### src/hw/boot_glue_map.svh
// constants for the boot memory select glue
`ifndef BOOT_GLUE_MAP_SVH
`define BOOT_GLUE_MAP_SVH

`define MODE_SERIAL_MASTER 3'h0
`define MODE_PAR_UP 3'h2
`define MODE_PAR_DOWN 3'h3
`define UPPER_ADDR_W 5
`define UPPER_ADDR_ZEROS 5'h00
`define UPPER_ADDR_ONES 5'h1f
`define TOP_ADDR_BIT 4

`define REG_CTRL 12'h000
`define REG_STATUS 12'h004
`define CTRL_PROG_BIT 0
`define CTRL_IO32_DRV_BIT 1
`define CTRL_IO32_VAL_BIT 2
`define CTRL_RESET 3'h0
`define CTRL_W 3
`define STAT_W 8
`define RDATA_RESET 32'h00000000
`define WDT_RESET 1'b1

`endif

### src/hw/boot_glue_pkg.sv
// types for the boot memory select glue
package boot_glue_pkg;

	typedef enum logic [1:0] {
		boot_serial,
		boot_par_up,
		boot_par_down,
		boot_other
	} boot_kind_t;

	typedef struct packed {
		logic [4:0] out;
		logic [4:0] oe;
	} addr_drive_t;

	typedef struct packed {
		logic prog_req;
		logic io32_drive;
		logic io32_value;
	} ctrl_t;

endpackage

### src/hw/boot_memory_select_glue.sv
// boot memory select glue with apb control and status
`timescale 1ns/1ns
`include "boot_glue_map.svh"

// Contract
// - serial master mode enables serial memory
// - other modes keep serial memory disabled
// - upward parallel, not finished: address zeros
// - downward parallel, not finished: address ones
// - otherwise upper address lines released
// - reprogram request drives low or floats
// - watchdog enable reads jumper, default high
// - top address line shared with expansion
module boot_memory_select_glue
	import boot_glue_pkg::*;
(
	input wire logic core_clk, // clock, 20 MHz
	input wire logic reset, // sync reset, active high
	input wire logic psel, // apb select
	input wire logic penable, // apb enable
	input wire logic pwrite, // apb direction
	input wire logic [11:0] paddr, // apb byte address
	input wire logic [31:0] pwdata, // apb write data
	output logic [31:0] prdata, // apb read data
	output logic pready, // apb ready
	output logic pslverr, // apb error
	input wire logic [2:0] config_mode, // main chip mode pins
	input wire logic config_finished_in, // main chip finished pin
	input wire logic watchdog_enable_in, // jumper level, pulled high
	output logic serial_boot_en_n, // serial memory enable, low
	output logic [4:0] flash_addr_upper_out, // upper address out
	output logic [4:0] flash_addr_upper_oe, // upper address enable
	output logic reprogram_request_n_out, // reprogram pin out
	output logic reprogram_request_n_oe, // reprogram pin enable
	output logic watchdog_enable // registered jumper level
);

	////////////////////////////////////////////////////////////////
	boot_kind_t kind;
	addr_drive_t drive;
	ctrl_t ctrl_r, ctrl_nxt;
	logic [31:0] rdata_nxt;
	logic [31:0] prdata_r;
	logic wdt_r, wdt_nxt;
	logic sel_ctrl, sel_stat, mapped, wr_en;
	logic par_active;

	boot_mode_decode u_decode (
		.mode(config_mode),
		.finished(config_finished_in),
		.kind(kind),
		.drive(drive)
	);

	////////////////////////////////////////////////////////////////
	// pins are combinational: boot must not wait for a clock
	always_comb begin
		serial_boot_en_n = (kind == boot_serial) ? 1'b0 : 1'b1;
	end

	// expansion drive yields during parallel boot
	always_comb begin
		flash_addr_upper_out = drive.out;
		flash_addr_upper_oe = drive.oe;
		if (drive.oe == `UPPER_ADDR_ZEROS && ctrl_r.io32_drive) begin
			flash_addr_upper_oe[`TOP_ADDR_BIT] = 1'b1;
			flash_addr_upper_out[`TOP_ADDR_BIT] = ctrl_r.io32_value;
		end
	end

	always_comb begin
		reprogram_request_n_out = 1'b0;
		reprogram_request_n_oe = ctrl_r.prog_req;
	end

	////////////////////////////////////////////////////////////////
	// apb slave, zero wait states
	always_comb begin
		sel_ctrl = (paddr == `REG_CTRL);
		sel_stat = (paddr == `REG_STATUS);
		mapped = sel_ctrl | sel_stat;
		wr_en = psel & penable & pwrite & sel_ctrl;
		pready = 1'b1;
		pslverr = psel & penable & ~mapped;
	end

	always_comb begin
		ctrl_nxt = ctrl_r;
		if (wr_en) begin
			ctrl_nxt.prog_req = pwdata[`CTRL_PROG_BIT];
			ctrl_nxt.io32_drive = pwdata[`CTRL_IO32_DRV_BIT];
			ctrl_nxt.io32_value = pwdata[`CTRL_IO32_VAL_BIT];
		end
		wdt_nxt = watchdog_enable_in;
		rdata_nxt = prdata_r;
		if (psel && !penable && !pwrite) begin
			rdata_nxt = `RDATA_RESET;
			if (sel_ctrl)
				rdata_nxt[`CTRL_W-1:0] = {ctrl_r.io32_value,
					ctrl_r.io32_drive, ctrl_r.prog_req};
			else if (sel_stat)
				rdata_nxt[`STAT_W-1:0] = {wdt_r, config_finished_in,
					config_mode, kind, serial_boot_en_n};
		end
	end

	always_ff @(posedge core_clk) begin
		if (reset) begin
			ctrl_r <= ctrl_t'(`CTRL_RESET);
			wdt_r <= `WDT_RESET;
			prdata_r <= `RDATA_RESET;
		end else begin
			ctrl_r <= ctrl_nxt;
			wdt_r <= wdt_nxt;
			prdata_r <= rdata_nxt;
		end
	end

	assign prdata = prdata_r;
	assign watchdog_enable = wdt_r;

	////////////////////////////////////////////////////////////////
	// control path checks: a stray bus access must never pull the
	// main chip's reprogram pin or grab the shared top line
	assign par_active = (config_mode == `MODE_PAR_UP ||
		config_mode == `MODE_PAR_DOWN) && !config_finished_in;
endmodule

### src/hw/boot_mode_decode.sv
// configuration mode decode into boot kind and upper address drive
`timescale 1ns/1ns
`include "boot_glue_map.svh"

module boot_mode_decode
	import boot_glue_pkg::*;
(
	input wire logic [2:0] mode, // configuration mode pins
	input wire logic finished, // configuration finished pin
	output boot_kind_t kind, // decoded boot kind
	output addr_drive_t drive // upper address lines drive
);

	always_comb begin
		case (mode)
			`MODE_SERIAL_MASTER: kind = boot_serial;
			`MODE_PAR_UP: kind = boot_par_up;
			`MODE_PAR_DOWN: kind = boot_par_down;
			default: kind = boot_other;
		endcase
	end

	always_comb begin
		drive.out = `UPPER_ADDR_ZEROS;
		drive.oe = `UPPER_ADDR_ZEROS;
		if (kind == boot_par_up && !finished) begin
			drive.out = `UPPER_ADDR_ZEROS;
			drive.oe = `UPPER_ADDR_ONES;
		end
		else if (kind == boot_par_down && !finished) begin
			drive.out = `UPPER_ADDR_ONES;
			drive.oe = `UPPER_ADDR_ONES;
		end
	end

endmodule

### config.mk
export PLATFORM = sky130hd
export DESIGN_NAME = boot_memory_select_glue
export DESIGN_NICKNAME = d
export VERILOG_FILES = /design/src/hw/boot_glue_pkg.sv /design/src/hw/boot_memory_select_glue.sv /design/src/hw/boot_mode_decode.sv
export VERILOG_INCLUDE_DIRS = /design/src /design/src/hw
export SDC_FILE = /design/constraint.sdc
export NUM_CORES = 1
export LEC_CHECK = 0
export ABC_AREA = 1
export BUFFER_PORTS_ARGS = -buffer_cell sky130_fd_sc_hd__buf_2
export CAP_MARGIN = 20
export CORE_MARGIN = 2
export CORE_UTILIZATION = 35
export CTS_CLUSTER_SIZE = 28
export DETAILED_ROUTE_END_ITERATION = 12
export PLACE_DENSITY = 0.8
export SLEW_MARGIN = 20
export SYNTH_ARGS = -nofsm -noshare
export SYNTH_HDL_FRONTEND = slang
export SYNTH_HIERARCHICAL = 1
export SYNTH_SLANG_ARGS = --single-unit
### constraint.sdc
create_clock -name core_clk -period 1.3 [get_ports core_clk]
set_clock_uncertainty 0.2 [all_clocks]
set_input_delay 0.065 -clock core_clk [delete_from_list [all_inputs] [get_ports core_clk]]
set_output_delay 0.065 -clock core_clk [all_outputs]
set_load 0.05 [all_outputs]
==> run metrics <==
status=complete, but fails checks; violated checks=negative setup slack; Routed WL per cell=around 8.3 um; antenna cells=0; antenna viol nets, final=0; Synth area leader=buf_4; Hold Startpoint=paddr[2]; core area=between 2000 and 3000 sq um; CTS sink cnt=12; Leak=roughly 0.00076 uW; final period utilization=111%; PwrDens=around 790 nW/um^2; Setup crit end kind=output pin; final hold slack=~0.024 ns; GRT Total Usage=about an eighth; Post-Route WL=1930 um; HP Class=input port to flop; Setup CP Type=flop to output pin; Final HPWL DP=roughly 1600 um; post-synth cell types=20; Site Rows=19; die boundary width=57.1 um; final setup fails=2; Synth Register Bits=12; Setup WS post-layout=-0.139 ns; Tmin final=around 1.4 ns; die area=between 3000 and 4000 sq um; vias in the first global route=808; Synth Instances=around 140; Yosys warnings=6; Post-Syn Area=just under 1000 sq um; initial antenna violation count=0; pre-CTS WS=-0.188 ns; via count=roughly 940; DRC Markers=0; CP Max Fanout=3; beginning of the worst register-to-register path=ctrl_r[1]; Vias per Instance=about 4.1; data required time at the worst endpoint=roughly 1 ns; Avg Inst Size Synth=slightly below 7 sq um; clock tree buffer depth=2; global placement routability congestion=approximately 0.74; clock root cell=clkbuf_4; Pre-Repair DR Iteration Count=4; Core Util, Final=50.9%; largest net degree at the start of global routing=13; IO Count=between 100 and 150; RSZ-0062 raised after global routing=true; Die Y=roughly 57 um; CP startpoint=ctrl_r[1]; starting density of the core=between 30% and 40%; Hold Fails Final Rpt=0; CTS tree=built; area share of the largest cell type after synthesis=~26%; share of layout cells above drive strength 1=between 40% and 50%; Worst-path clk slew=~0.070 ns; Nets=around 260; peak supply drop=about 500 uV; final max-slew violation count=0; area delta synth->final=39.8%; Max Clk Rate=~0.7 GHz; global-route wire length before repair=around 3200 um; Max Cap Viol=0; Clk Latency, worst-skew pair=around 0.27 ns; startpoint types=flop; Setup Total Neg Slack=-0.261 ns; initial DRC count=18; Power Total=roughly 1100 uW; GRT overflow=0; I/O Buffers=46; CTS H-tree lvls=1; top cells by area in the synthesized netlist=buf_4 (26%), dfxtp_1 (24%), nand2_1 (9.1%), nor2_1 (5.3%), nand3_1 (5.1%); critical path arrival=around 1.2 ns; Num CTS Buffers=3; sequential share of the synthesized area=between 20% and 30%
-- registers in the layout (all words and copies together) (netlist names) --
name / count
ctrl_r: 2
prdata: 8
reprogram_request_n_oe: 1
watchdog_enable: 1
-- through the flow --
stage	std cells	area, sq um
2_1_floorplan	166	1160
3_3_place_gp	220	1250
3_5_place_dp	220	1250
4_1_cts	231	1380
5_1_grt	231	1380
6_report	231	1380
-- cells in the mapped netlist --
| cell type | instances |
|---|---|
| nor2_8 | 1 |
| inv_1 | 12 |
| o21a_1 | 3 |
| nand4_1 | 6 |
| conb_1 | 2 |
| nand2_1 | 24 |
| inv_2 | 5 |
| or2_1 | 2 |
| nor2_1 | 14 |
| buf_4 | 34 |
| nand3_1 | 10 |
| nand2_2 | 2 |
| o21ai_1 | 1 |
| nor2_4 | 2 |
| nor3_4 | 1 |
| buf_6 | 2 |
| nand3_2 | 2 |
| nor3_1 | 1 |
| a21oi_1 | 6 |
| dfxtp_1 | 12 |
-- power breakdown --
group,leakage [uW],total [uW],internal [uW],switching [uW]
Clock,0.0000210,290,170,120
Sequential,0.0000978,377,373,3.23
Combinational,0.000640,429,107,322
-- cell type report --
| class | instances | area [sq um] |
|---|---|---|
| Multi-Input combinational cell | 101 | 541 |
| Clock buffer | 4 | 36.3 |
| Fill cell | 273 | 1330 |
| Tap cell | 31 | 38.8 |
| Sequential cell | 12 | 241 |
| Inverter | 17 | 80.1 |
| Timing Repair Buffer | 66 | 442 |
-- cell families (layout without fill, tap and decap cells) --
kind of cell           count (synthesis)  in the layout  synth area share (%)
AOI/OAI and AO/OA                     10             10                  5.84
buffers and inverters                 53             87                  34.6
DFF                                   12             12                  24.4
other                                  2             26                 0.762
and+or+nand+nor                       65             65                  34.4
-- cell usage in the layout (no fill, tap or decap), types with 5 or more instances in the layout --
master / count
buf_2: 42
conb_1: 26
nand2_1: 22
buf_4: 14
nor2_1: 13
inv_1: 12
dfxtp_1: 11
nand3_1: 10
nand4_1: 6
dlygate4sd3_1: 6
a21oi_1: 5
-- final timing paths --
check,end,slack [ns],depth (start not counted)
worst min-delay path,prdata[2],0.02,6
worst min register to register,prdata[5],0.26,2
worst max-delay path,flash_addr_upper_oe[4],-0.14,4
worst max register to register,prdata[1],0.31,5
-- per-layer routing --
| layer | track usage, % | wire length [um] | up-vias |
|---|---|---|---|
| met2 | 19.7 | 859 | 42 |
| met5 | 0 | 0 | - |
| li1 | - | - | 505 |
| met4 | 4.98 | 17 | 0 |
| met3 | 3.85 | 167 | 2 |
| met1 | 15.9 | 880 | 393 |
-- worst max-delay path: stages (launching register included) --
cell and delay, ns:
dfxtp_2 0.34, nand4_1 0.17, buf_4 0.20, nand2_2 0.06, buf_8 0.14
-- timing repair --
item,in CTS,in global routing
setup buffers,1,0
endpoints found under the setup margin,3,3
pin swaps,2,0
hold buffers,6,0
resized for setup,7,2
hold endpoints to repair,9,0
Power figures use the tool's default switching activity.
